### src/shared/dsfc_pkg.sv
// shared constants and types for the switchover and fast-lock controller
`default_nettype none
package dsfc_pkg;
  localparam int NREF = 4;
  localparam logic [7:0] ADDR_CTRL   = 8'h00;
  localparam logic [7:0] ADDR_PRIO   = 8'h04;
  localparam logic [7:0] ADDR_PSL    = 8'h08;
  localparam logic [7:0] ADDR_MAXF   = 8'h0C;
  localparam logic [7:0] ADDR_FLCFG  = 8'h10;
  localparam logic [7:0] ADDR_FLLIM  = 8'h14;
  localparam logic [7:0] ADDR_STATUS = 8'h18;
  localparam logic [7:0] ADDR_PHZERO = 8'h1C;
  localparam logic [31:0] RST_CTRL  = 32'h0000_00F0;
  localparam logic [31:0] RST_PRIO  = 32'h0000_3210;
  localparam logic [31:0] RST_PSL   = 32'h0000_0374;
  localparam logic [31:0] RST_MAXF  = 32'h0000_FFFF;
  localparam logic [31:0] RST_FLCFG = 32'h0000_0000;
  localparam logic [31:0] RST_FLLIM = 32'hFFFF_FFFF;
  localparam logic [1:0] RESP_OKAY   = 2'h0;
  localparam logic [1:0] RESP_SLVERR = 2'h2;
  // pre-acquisition is counted in milliseconds of the 100 MHz clock
  localparam int CLK_PERIOD_NS = 10;
  localparam int MS_IN_NS      = 1000000;
  localparam int MS_CYCLES     = MS_IN_NS / CLK_PERIOD_NS;
  // slope cap code n means n+1 ns/s, so 16 bits span 1 ns/s .. 65536 ns/s
  localparam int PSL_W = 16;
  localparam int FREQ_W = 24;
  localparam int PHASE_W = 16;
  typedef enum logic [2:0] {
    ST_FREE    = 3'b000,
    ST_ACQ     = 3'b001,
    ST_LOCK    = 3'b010,
    ST_HOLD    = 3'b011,
    ST_HITHOLD = 3'b100,
    ST_REC     = 3'b101
  } dsfc_state_t;
  typedef enum logic [2:0] {
    FL_NONE  = 3'b000,
    FL_FSNAP = 3'b001,
    FL_PSNAP = 3'b010,
    FL_OPEN  = 3'b011,
    FL_PRE   = 3'b100,
    FL_WIDE  = 3'b101
  } dsfc_fl_t;
  typedef struct packed {
    logic [23:0] rsvd;
    logic [3:0]  refEn;
    logic        pslEn;
    logic        hsType;
    logic        hsEn;
    logic        revert;
  } dsfc_ctrl_t;
  typedef struct packed {
    logic [15:0] preMs;
    logic [1:0]  rsvd;
    logic        fslEn;
    logic        preEn;
    logic [3:0]  recSel;
    logic [3:0]  acqSel;
    logic [3:0]  optEn;
  } dsfc_flcfg_t;
  typedef struct packed {
    logic        fodWrite;
    logic        phaseSnap;
    logic        openLoop;
    logic        bwMax;
    logic        wideAcq;
  } dsfc_act_t;
endpackage : dsfc_pkg
`default_nettype wire

### src/hw/dsfc_ctrl.sv
// reference switchover and fast-lock controller for one DPLL
//
// How it works
// - revertive selectable, resets non-revertive
// - pick highest priority qualified reference, then lock
// - non-revertive moves only when present reference invalid
// - revertive switches up, except within same group
// - hitless switching enabled per configuration bit
// - locked reference change triggers hitless switch
// - leaving holdover to lock triggers hitless switch
// - hitless passes temporary holdover without alarm
// - measured offset becomes phase detector zero
// - measure offset before closing loop after holdover
// - two hitless variants, selected by configuration
// - phase slope cap enabled and programmed separately
// - slope cap 1 ns/s steps to 65.536 us/s
// - disabled cap means bandwidth-limited; telecom values reachable
// - frequency clamped to programmable maximum offset
// - each fast-lock option enabled, chosen per state
// - fixed precedence; phase snap excludes open loop
// - frequency snap writes offset to divider, optional cap
// - phase snap sets phase; open loop isolates filter
// - wide acquisition relaxes limits until lock
// - acquire-only pre-acquisition opens bandwidth for ms
// - qualified means enabled and monitor-valid
// - all references invalid enters holdover
//
// The implementer's own choices: the register addresses and the AXI4-Lite slave port.
`timescale 1ns/1ps
`default_nettype none
module dsfc_ctrl
  import dsfc_pkg::*;
#(
  parameter int MS_CYC = MS_CYCLES
) (
  input  wire logic                      clk,
  input  wire logic                      resetn,
  input  wire logic [7:0]                awaddr,
  input  wire logic                      awvalid,
  output logic                           awready,
  input  wire logic [31:0]               wdata,
  input  wire logic [3:0]                wstrb,
  input  wire logic                      wvalid,
  output logic                           wready,
  output logic [1:0]                     bresp,
  output logic                           bvalid,
  input  wire logic                      bready,
  input  wire logic [7:0]                araddr,
  input  wire logic                      arvalid,
  output logic                           arready,
  output logic [31:0]                    rdata,
  output logic [1:0]                     rresp,
  output logic                           rvalid,
  input  wire logic                      rready,
  input  wire logic [NREF-1:0]           refValid,
  input  wire logic                      lockDetect,
  input  wire logic                      phaseMeasDone,
  input  wire logic signed [PHASE_W-1:0] measPhase,
  input  wire logic                      freqMeasDone,
  input  wire logic signed [FREQ_W-1:0]  measFreq,
  input  wire logic signed [FREQ_W-1:0]  loopFreq,
  output logic [1:0]                     selRef,
  output logic                           refActive,
  output logic                           holdover,
  output logic                           holdAlarm,
  output logic                           hsType,
  output logic signed [PHASE_W-1:0]      phaseZero,
  output logic signed [PHASE_W-1:0]      snapPhase,
  output logic signed [FREQ_W-1:0]       fodWord,
  output logic signed [FREQ_W-1:0]       freqCmd,
  output logic                           pslOn,
  output logic [PSL_W-1:0]               pslCode,
  output dsfc_act_t                      act
);

  function automatic logic [31:0] strobe(input logic [31:0] old,
                                         input logic [31:0] nw,
                                         input logic [3:0]  st);
    logic [31:0] res;
    res = old;
    for (int b = 0; b < 4; b++) begin
      if (st[b]) begin
        res[b*8 +: 8] = nw[b*8 +: 8];
      end
    end
    return res;
  endfunction : strobe

  function automatic logic signed [FREQ_W-1:0] clampf(
      input logic signed [FREQ_W-1:0] v, input logic [FREQ_W-1:0] lim);
    logic signed [FREQ_W:0] sv;
    logic signed [FREQ_W:0] sl;
    sv = {v[FREQ_W-1], v};
    sl = {1'b0, lim};
    if (sv > sl) begin
      return lim;
    end else if (sv < -sl) begin
      return FREQ_W'(-sl);
    end
    return v;
  endfunction : clampf

  // register file
  dsfc_ctrl_t  ctrl;
  dsfc_flcfg_t flcfg;
  logic [31:0] prio;
  logic [31:0] pslReg;
  logic [31:0] maxfReg;
  logic [31:0] fllim;
  logic        awHeld;
  logic        wHeld;
  logic [7:0]  awAddrQ;
  logic [31:0] wDataQ;
  logic [3:0]  wStrbQ;

  dsfc_state_t state;
  dsfc_state_t next_state;
  dsfc_fl_t    flMode;
  dsfc_fl_t    next_flMode;
  dsfc_fl_t    startMode;
  logic [1:0]  next_selRef;
  logic [15:0] preLeft;
  logic [31:0] msCnt;

  // bus slave: address and data caught in either order
  assign awready = !awHeld && !bvalid;
  assign wready  = !wHeld && !bvalid;
  assign arready = !rvalid;
  wire doWrite = awHeld && wHeld && !bvalid;
  wire doRead  = arvalid && arready;
  wire wrCtrl  = doWrite && awAddrQ == ADDR_CTRL;
  wire wrPrio  = doWrite && awAddrQ == ADDR_PRIO;
  wire wrPsl   = doWrite && awAddrQ == ADDR_PSL;
  wire wrMaxf  = doWrite && awAddrQ == ADDR_MAXF;
  wire wrFlcfg = doWrite && awAddrQ == ADDR_FLCFG;
  wire wrFllim = doWrite && awAddrQ == ADDR_FLLIM;
  wire wrHit   = wrCtrl || wrPrio || wrPsl || wrMaxf || wrFlcfg || wrFllim;
  wire rdHit   = araddr[7:5] == 3'h0 && araddr[1:0] == 2'h0;

  always_ff @(posedge clk) begin
    if (!resetn) begin
      awHeld  <= 1'b0;
      wHeld   <= 1'b0;
      awAddrQ <= 8'h00;
      wDataQ  <= 32'h0000_0000;
      wStrbQ  <= 4'h0;
    end else begin
      if (awvalid && awready) begin
        awHeld  <= 1'b1;
        awAddrQ <= awaddr;
      end
      if (wvalid && wready) begin
        wHeld  <= 1'b1;
        wDataQ <= wdata;
        wStrbQ <= wstrb;
      end
      if (doWrite) begin
        awHeld <= 1'b0;
        wHeld  <= 1'b0;
      end
    end
  end

  always_ff @(posedge clk) begin
    if (!resetn) begin
      bvalid <= 1'b0;
      bresp  <= RESP_OKAY;
    end else if (doWrite) begin
      bvalid <= 1'b1;
      bresp  <= wrHit ? RESP_OKAY : RESP_SLVERR;
    end else if (bready) begin
      bvalid <= 1'b0;
    end
  end

  always_ff @(posedge clk) begin
    if (!resetn) begin
      ctrl    <= RST_CTRL;
      prio    <= RST_PRIO;
      pslReg  <= RST_PSL;
      maxfReg <= RST_MAXF;
      flcfg   <= RST_FLCFG;
      fllim   <= RST_FLLIM;
    end else begin
      if (wrCtrl) ctrl <= strobe(ctrl, wDataQ, wStrbQ);
      if (wrPrio) prio <= strobe(prio, wDataQ, wStrbQ);
      if (wrPsl) pslReg <= strobe(pslReg, wDataQ, wStrbQ);
      if (wrMaxf) maxfReg <= strobe(maxfReg, wDataQ, wStrbQ);
      if (wrFlcfg) flcfg <= strobe(flcfg, wDataQ, wStrbQ);
      if (wrFllim) fllim <= strobe(fllim, wDataQ, wStrbQ);
    end
  end

  wire [31:0] statusWord = {17'h00000, msCnt == 32'h0, act, 1'b0, flMode,
                            state, selRef};
  wire [31:0] rdMux =
      araddr == ADDR_CTRL   ? ctrl :
      araddr == ADDR_PRIO   ? prio :
      araddr == ADDR_PSL    ? {16'h0000, pslReg[15:0]} :
      araddr == ADDR_MAXF   ? {8'h00, maxfReg[23:0]} :
      araddr == ADDR_FLCFG  ? flcfg :
      araddr == ADDR_FLLIM  ? fllim :
      araddr == ADDR_STATUS ? statusWord :
      {{(32-PHASE_W){phaseZero[PHASE_W-1]}}, phaseZero};

  always_ff @(posedge clk) begin
    if (!resetn) begin
      rvalid <= 1'b0;
      rdata  <= 32'h0000_0000;
      rresp  <= RESP_OKAY;
    end else if (doRead) begin
      rvalid <= 1'b1;
      rdata  <= rdHit ? rdMux : 32'h0000_0000;
      rresp  <= rdHit ? RESP_OKAY : RESP_SLVERR;
    end else if (rready) begin
      rvalid <= 1'b0;
    end
  end

  // reference choice: lower priority number wins, ties go to lower index
  wire [NREF-1:0] qual = ctrl.refEn & refValid;
  logic       bestValid;
  logic [1:0] bestIdx;
  logic [3:0] bestPrio;
  always_comb begin
    bestValid = 1'b0;
    bestIdx   = 2'h0;
    bestPrio  = 4'hF;
    for (int i = 0; i < NREF; i++) begin
      if (qual[i] && (!bestValid || prio[i*4 +: 4] < bestPrio)) begin
        bestValid = 1'b1;
        bestIdx   = 2'(i);
        bestPrio  = prio[i*4 +: 4];
      end
    end
  end

  wire [3:0] curPrio  = prio[selRef*4 +: 4];
  wire [3:0] curGrp   = prio[16 + selRef*4 +: 4];
  wire [3:0] bestGrp  = prio[16 + bestIdx*4 +: 4];
  wire       curQual  = qual[selRef];
  wire       sameGrp  = bestGrp != 4'h0 && bestGrp == curGrp;
  wire       revertWant = ctrl.revert && bestValid && bestIdx != selRef &&
                          bestPrio < curPrio && !sameGrp;
  wire       leaveLock = !curQual || revertWant;

  always_comb begin
    next_state  = state;
    next_selRef = selRef;
    case (state)
      ST_FREE: begin
        if (bestValid) begin
          next_selRef = bestIdx;
          next_state  = ST_ACQ;
        end
      end
      ST_ACQ, ST_REC, ST_HITHOLD: begin
        if (!curQual) begin
          next_selRef = bestIdx;
          next_state  = bestValid ? state : ST_HOLD;
        end else if (state == ST_HITHOLD) begin
          if (phaseMeasDone) next_state = ST_REC;
        end else if (lockDetect) begin
          next_state = ST_LOCK;
        end
      end
      ST_LOCK: begin
        if (leaveLock) begin
          next_selRef = bestIdx;
          next_state  = bestValid ? dsfc_state_t'(ctrl.hsEn ? ST_HITHOLD
                                                  : ST_REC)
                                  : ST_HOLD;
        end
      end
      ST_HOLD: begin
        if (bestValid) begin
          next_selRef = bestIdx;
          next_state  = ctrl.hsEn ? ST_HITHOLD : ST_REC;
        end
      end
      default: next_state = ST_FREE;
    endcase
  end

  // fast-lock chosen afresh on every entry or retarget
  wire enterLoop = (next_state == ST_ACQ || next_state == ST_REC) &&
                   (next_state != state || next_selRef != selRef);
  wire toAcq = next_state == ST_ACQ;
  wire [3:0] startSel = flcfg.optEn & (toAcq ? flcfg.acqSel : flcfg.recSel);
  // zero length skips the step instead of costing one cycle
  wire preFirst = toAcq && flcfg.preEn && flcfg.preMs != 16'h0;
  always_comb begin
    if (startSel[0]) startMode = FL_FSNAP;
    else if (startSel[1]) startMode = FL_PSNAP;
    else if (startSel[2]) startMode = FL_OPEN;
    else if (startSel[3]) startMode = preFirst ? FL_PRE : FL_WIDE;
    else startMode = FL_NONE;
  end

  wire msTick = msCnt == 32'(MS_CYC - 1);
  wire inLoop = state == ST_ACQ || state == ST_REC;
  // relaxed settings must not leak into holdover or lock
  wire nextInLoop = next_state == ST_ACQ || next_state == ST_REC;
  always_comb begin
    next_flMode = flMode;
    if (enterLoop) begin
      next_flMode = startMode;
    end else if (!nextInLoop || lockDetect) begin
      next_flMode = FL_NONE;
    end else begin
      case (flMode)
        FL_FSNAP: if (freqMeasDone) next_flMode = FL_NONE;
        FL_PSNAP: if (phaseMeasDone) next_flMode = FL_NONE;
        FL_PRE:   if (preLeft == 16'h0) next_flMode = FL_WIDE;
        FL_NONE, FL_OPEN, FL_WIDE: next_flMode = flMode;
        default:  next_flMode = FL_NONE;
      endcase
    end
  end

  always_ff @(posedge clk) begin
    if (!resetn) begin
      state  <= ST_FREE;
      selRef <= 2'h0;
      flMode <= FL_NONE;
    end else begin
      state  <= next_state;
      selRef <= next_selRef;
      flMode <= next_flMode;
    end
  end

  always_ff @(posedge clk) begin
    if (!resetn || enterLoop || msTick) begin
      msCnt <= 32'h0;
    end else begin
      msCnt <= msCnt + 32'h1;
    end
  end

  always_ff @(posedge clk) begin
    if (!resetn) begin
      preLeft <= 16'h0;
    end else if (enterLoop) begin
      preLeft <= flcfg.preMs;
    end else if (flMode == FL_PRE && msTick && preLeft != 16'h0) begin
      preLeft <= preLeft - 16'h1;
    end
  end

  // zero point: type selects how the loop uses it downstream
  wire capZero = state == ST_HITHOLD && curQual && phaseMeasDone;
  always_ff @(posedge clk) begin
    if (!resetn) begin
      phaseZero <= '0;
      hsType    <= 1'b0;
    end else if (capZero) begin
      phaseZero <= measPhase;
      hsType    <= ctrl.hsType;
    end
  end

  // snap step bounded by fllim[31:16] when fslEn is set, and never past the offset limit
  wire [FREQ_W-1:0] fslLim = {8'h00, fllim[31:16]};
  wire [FREQ_W-1:0] maxLim = maxfReg[FREQ_W-1:0];
  wire signed [FREQ_W-1:0] snapRaw = clampf(measFreq, maxLim);
  wire doFsnap = flMode == FL_FSNAP && inLoop && !lockDetect && freqMeasDone;
  wire doPsnap = flMode == FL_PSNAP && inLoop && !lockDetect && phaseMeasDone;
  always_ff @(posedge clk) begin
    if (!resetn) begin
      act       <= '0;
      fodWord   <= '0;
      snapPhase <= '0;
    end else begin
      act.fodWrite  <= doFsnap;
      act.phaseSnap <= doPsnap;
      act.openLoop  <= next_flMode == FL_OPEN;
      act.bwMax     <= next_flMode == FL_PRE;
      act.wideAcq   <= next_flMode == FL_WIDE || next_flMode == FL_PRE;
      if (doFsnap) begin
        fodWord <= flcfg.fslEn ? clampf(snapRaw, fslLim) : snapRaw;
      end
      if (doPsnap) snapPhase <= measPhase;
    end
  end

  // relaxed cap replaces the normal one while acquiring wide
  wire relaxed = next_flMode == FL_PRE || next_flMode == FL_WIDE;
  always_ff @(posedge clk) begin
    if (!resetn) begin
      pslOn   <= 1'b0;
      pslCode <= '0;
      freqCmd <= '0;
    end else begin
      pslOn   <= relaxed || ctrl.pslEn;
      pslCode <= relaxed ? fllim[15:0] : pslReg[15:0];
      freqCmd <= clampf(loopFreq, maxLim);
    end
  end

  assign refActive = state == ST_ACQ || state == ST_LOCK || state == ST_REC;
  assign holdover  = state == ST_HOLD || state == ST_HITHOLD;
  assign holdAlarm = state == ST_HOLD;
endmodule : dsfc_ctrl
`default_nettype wire

### config.mk
export PLATFORM = sky130hd
export DESIGN_NAME = dsfc_ctrl
export DESIGN_NICKNAME = d
export VERILOG_FILES = /design/src/shared/dsfc_pkg.sv /design/src/hw/dsfc_ctrl.sv
export SDC_FILE = /design/constraint.sdc
export NUM_CORES = 1
export LEC_CHECK = 0
export BUFFER_PORTS_ARGS = -buffer_cell sky130_fd_sc_hd__buf_4
export CAP_MARGIN = 20
export CORE_UTILIZATION = 60
export CTS_CLUSTER_DIAMETER = 60
export DETAILED_ROUTE_END_ITERATION = 6
export HOLD_SLACK_MARGIN = 0.12
export PLACE_DENSITY = 0.91
export SETUP_SLACK_MARGIN = 0.05
export SLEW_MARGIN = 30
export SYNTH_ARGS = -nofsm -noshare
export SYNTH_HDL_FRONTEND = slang
export SYNTH_SLANG_ARGS = --single-unit
export TNS_END_PERCENT = 100
### constraint.sdc
create_clock -name clk -period 8.85 [get_ports clk]
set_input_delay 0 -clock clk [delete_from_list [all_inputs] [get_ports clk]]
set_output_delay 0 -clock clk [all_outputs]
set_load 0.02 [all_outputs]
**Yosys cells after proc, flatten, opt, wreduce, memory -nomap -nowiden**

Cells that the tools add are included.

- Register bits after elaboration: 411
- Bits of input ports: 130
- Output and inout port bits: 149

- Bitwise logic cells: 3
- Reductions and logical operators: 106
- Shifts and indexed selects: 3
- Magnitude comparators: 11
- Add/subtract/negate cells: 6
- Equal/unequal tests: 31
- Muxes and demuxes: 76

Operators with widths:

| operator | count |
|---|---|
| $mux 32 | 8 |
| $mux 24 | 10 |
| $lt 24x25->1 | 3 |
| $shiftx 32x7->4 | 2 |
| $mux 3 | 18 |
| $gt 24x25->1 | 2 |
| $mux 16 | 3 |
| $reduce_and 2->1 | 21 |
| $eq 8x5->1 const B | 5 |
| $logic_and 1x1->1 | 35 |
| $add 32x1->32 const B | 1 |
| $eq 32x17->1 const B | 1 |
| $eq 8x4->1 const B | 4 |
| $logic_not 32->1 | 1 |
| $reduce_bool 16->1 | 2 |
| $shiftx 32x5->4 | 1 |
| $neg 16->25 | 1 |
| $neg 24->25 | 1 |
| $gt 24x17->1 | 1 |
| $pmux 3 s4 | 2 |
| $eq 3x3->1 const B | 7 |
| $mux 1 | 21 |
| $logic_or 1x1->1 | 20 |
| $mux 4 | 5 |
| other kinds (24) | 61 |

**Longest topological paths before layout**

- Depth after elaboration: 35
- Depth in mapped cells: 42
- Gate-level depth less buffers: 37

**Worst setup path after synthesis**

Ideal clock, no wire load.

- Path type: reg2reg
- Start point: register maxfReg[1]
- End point: register fodWord[13]
- Path buffers: 3
- Cell stages (with the launch flop): 38
- Setup time: 128 ps
- Path slack: 829 ps
- Required time: 8722 ps
- Data arrival time: 7893 ps
- Path through: dfxtp_1 -> inv_1 -> ha_1 -> nor3b_2 -> nand2_1 -> nor2_1 -> nand3_1 -> nor3_2 -> nand3_1 -> xnor2_1 -> ha_1 -> a22oi_1 -> nand2_1 -> a311oi_1 -> o2111ai_1 -> a311oi_1 -> nor2_1 -> clkbuf_1 -> (+2 left out) -> ha_1 -> nor2b_1 -> o21a_1 -> o21a_1 -> o21a_1 -> o21a_1 -> o21a_1 -> o21a_1 -> o21ai_0 -> a21boi_0 -> o31a_1 -> a2111oi_1 -> a41oi_1 -> o21a_1 -> clkbuf_1 -> buf_2 -> o211ai_1 -> a22oi_1

- Word-level cells in the longest chain between the ends: 12
- Elaborated cells on any way between the ends: 17
- Classes of those cells: 1 x add/sub; 4 x order compare; 12 x mux

Ends and longest elaborated chain:

| what | RTL line | source |
|---|---|---|
| from (decl) | dsfc_ctrl.sv:108 | `logic [31:0] maxfReg;` |
| from (signal assigned) | dsfc_ctrl.sv:188 | `if (wrMaxf) maxfReg <= strobe(maxfReg, wDataQ, wStrbQ);` |
| $neg 24->25 | dsfc_ctrl.sv:98 | `return FREQ_W'(-sl);` |
| $lt 24x25->1 | dsfc_ctrl.sv:97 | `end else if (sv < -sl) begin` |
| $mux 1 | dsfc_ctrl.sv:97 |  |
| $mux 1 | dsfc_ctrl.sv:95 | `if (sv > sl) begin` |
| $mux 24 * | dsfc_ctrl.sv:100 | `return v;` |
| $lt 24x25->1 | dsfc_ctrl.sv:97 |  |
| $mux 1 | dsfc_ctrl.sv:97 |  |
| $mux 1 | dsfc_ctrl.sv:95 |  |
| $mux 1 | dsfc_ctrl.sv:380 | `if (doFsnap) begin` |
| $mux 1 | dsfc_ctrl.sv:370 | `if (!resetn) begin` |
| $mux 24 | dsfc_ctrl.sv:100 |  |
| $mux 24 * | dsfc_ctrl.sv:381 | `fodWord <= flcfg.fslEn ? clampf(snapRaw, fslLim) : snapRaw;` |
| to (signal assigned) | dsfc_ctrl.sv:381 |  |
| to (decl) | dsfc_ctrl.sv:69 | `output logic signed [FREQ_W-1:0] fodWord,` |

Every way passes the cells marked *; elsewhere a longest branch is shown, timed or not. The select of a mux whose other input is x is not followed.
A chain may end at the register's enable or synchronous reset.

**Worst setup path after layout**

- Start point: register maxfReg[0]
- End point: register fodWord[5]

The elaborated chain is that of the path after synthesis.

==> impl_metrics.json <==
{
  "layout_common_cells": "nand2_1 (640), dfxtp_1 (409), a21oi_1 (360), buf_4 (328), nor2_1 (182)",
  "pin_count": 279,
  "worst_r2r_endpoint": "fodWord[5]$_SDFFE_PN0P_",
  "synth_area_leaders": "dfxtp_1 (34%), nand2_1 (9.9%), ha_1 (7.9%)",
  "synthToLayoutAreaGrowth_pct": 21.6,
  "ff2ff_path_depth": 30,
  "synth_cell_types": 94,
  "p_per_area_mw_per_mm2": 161,
  "final_common_cell": "nand2_1",
  "status": "finished with violations",
  "yosysWarnings": 0,
  "dieArea_mm2": 0.0413,
  "max_stage_delay_ps": 720,
  "async_reset_ff_share_pct": 0,
  "tns_ps": 0,
  "power.total_uw": 4760,
  "maxCapViolCount": 0,
  "leakagePower_uw": 0.0122,
  "cpMostUsedCell": "o21a_1",
  "yosys.area.top_type": "dfxtp_1",
  "worstSkewPairLatency_ps": 630,
  "synth_seq_area_share_pct": 33.7,
  "rsz0062_at_grt": "no",
  "clock.fmax_mhz": 118,
  "postRouteAntennaNets": 0,
  "port_buffers": 276,
  "grt_pass1_vias": 25600,
  "required_ps": 9370,
  "reg2reg_setup_slack_ps": 390,
  "syn_area_mm2": 0.0243,
  "cts.sinks": 409,
  "cts_root_buffer": "clkbuf_16",
  "clk_pin_slew_ps": 70,
  "grt-ovfl-total": 0,
  "synth-edff-count": 0,
  "vdd_drop_max_mv": 0.192,
  "arrival_ps": 8980,
  "antenna_found_initial": 8,
  "htreeDepth": 2,
  "die_y_um": 203,
  "grt_pass1_wl_mm": 146,
  "critPathLaunch": "maxfReg[0]$_SDFFE_PN1P_",
  "layout_setup_ws_ps": 389,
  "initial_core_util_pct": 61.1,
  "start_kind": "flop",
  "cts_tree": "done",
  "hold_violations": 0,
  "slew_violations": 0,
  "via_per_inst": 6.66,
  "rows": 73,
  "crit_slowest_cell": "o22ai_1",
  "gp_congestion": 1.09,
  "synth_top_area_share_pct": 33.7,
  "violations": "design-rule violations",
  "avgRoutedWirePerCell_um": 23.6,
  "hold_path.class": "input pin to flop",
  "routed_wl_mm": 95.1,
  "whs_ps": 163,
  "drcViolationCount": 77,
  "num-fill-cells": 2757,
  "initialDrtViolationCount": 3786,
  "period_needed_ps": 8460,
  "max_slew.worst_pin.slew_ps": 996,
  "grt_max_degree": 99,
  "track_usage_pct": 45.2,
  "final_nets": 3744,
  "postLayoutCoreUtil_pct": 74.3,
  "setup_viol": 0,
  "cts_buffers": 45,
  "firstDrtPassIters": 7,
  "syn_inst": 3155,
  "cp_max_fo": 17,
  "path_class": "flop to flop",
  "endpoint": "fodWord[5]$_SDFFE_PN0P_",
  "fin_skew_ps": 62.1,
  "vias": 26800,
  "dp_hpwl_mm": 61.1,
  "dieWidth_um": 203,
  "cts_buffer_depth": 3,
  "fp.coreArea_mm2": 0.0398,
  "synth_ff_type": "dfxtp_1",
  "pre_cts_ws_ps": 357,
  "min_period_over_period_pct": 95.6,
  "reg2reg_from": "maxfReg[0]$_SDFFE_PN1P_",
  "drive_gt1_share_pct": 14.6,
  "max-slew-margin-rel_pct": 33.6,
  "synth-seq-cells": 409,
  "syn_avg_cell_area_um2": 7.71,
  "cp-end-kind": "flop"
}
==> flip-flops by register name (all words and copies together), names as in the netlist, 8 cells and up <==
register,cells
pslReg,16
preLeft,16
maxfReg,24
fodWord,24
ctrl,32
freqCmd,24
rdata,32
wDataQ,32
pslCode,16
snapPhase,16
fllim,32
phaseZero,16
awAddrQ,8
prio,32
msCnt,32
flcfg,32
==> through the flow <==
step | std cells | cell area (um^2)
final | 4024 | 29600
after global routing | 4020 | 29600
after CTS | 4015 | 29500
after detailed placement | 3806 | 26700
after floorplan | 3156 | 24300
after global placement | 3804 | 26600
==> final cells by class <==
type                    count  area [um^2]  area share [%]
repair buffers            461         3800            12.8
diodes                      5         12.5          0.0423
clock buffers              54         1190            4.02
clock inverters            26          353            1.19
well taps                 525          657            2.22
multi-input cells        2461        15100            50.9
flip-flops and latches    409         8190            27.7
inverters                  83          317            1.07
==> cell families after synthesis <==
logic type	Yosys count	synth area share, %
AOI/OAI and AO/OA	868	22.3
xor gates and xnor gates	78	2.81
adders and majority gates	153	7.87
buffers and inverters	287	4.78
DFF	409	33.7
muxes	94	4.33
other	1	0.0154
and+or+nand+nor	1265	24.2
==> how the worst min path moves through the flow <==
stage | from | to | slack [ps] | depth (start not counted)
floorplan | rready | rvalid$_SDFFE_PN0P_ | 100 | 1
global placement | rready | rvalid$_SDFFE_PN0P_ | 190 | 2
detailed placement | rready | rvalid$_SDFFE_PN0P_ | 190 | 2
CTS | measFreq[16] | fodWord[16]$_SDFFE_PN0P_ | 150 | 5
global route | measFreq[22] | fodWord[22]$_SDFFE_PN0P_ | 160 | 4
finish | measFreq[22] | fodWord[22]$_SDFFE_PN0P_ | 160 | 4
==> critical path: cells and delay by family (launching register included) <==
family,cells,cell delay [ps]
and+or+nand+nor,8,2390
DFF,1,450
adders and majority gates,2,700
buffers and inverters,1,180
xor gates and xnor gates,1,210
AOI/OAI and AO/OA,18,4410
==> power by group <==
part           leakage [uW]  internal, uW  total, uW  switching (uW)
logic               0.00814           308        790             482
registers           0.00332          1890       1970            80.6
clock network      0.000750          1130       2000             873
==> per-layer routing <==
layer / global-route usage, % / share of wire, % / up-vias
met5: 1.79 / 0.13 / -
met1: 53.4 / 35 / 12200
met2: 68.2 / 43 / 2189
met3: 17.0 / 15 / 680
li1: - / - / 11800
met4: 29.9 / 8.0 / 6
==> synth_stat cells (55+ instances only) <==
cell type  number
nand3_1        83
nand2_1       641
nor3_1         58
clkbuf_1      179
inv_1          75
ha_1          153
and2_1         66
o211ai_1       55
dfxtp_1       409
a211oi_1       65
mux2i_1        80
a21oi_1       362
nor2_1        187
o21ai_0       133
==> what timing repair did <==
item	4_1_cts	5_1_grt
hold buffers	129	0
endpoints found under the hold margin	171	0
resized for setup	0	9
setup buffers	0	3
setup endpoints to repair	0	79
Note: power is estimated with default switching activity, not from simulation.
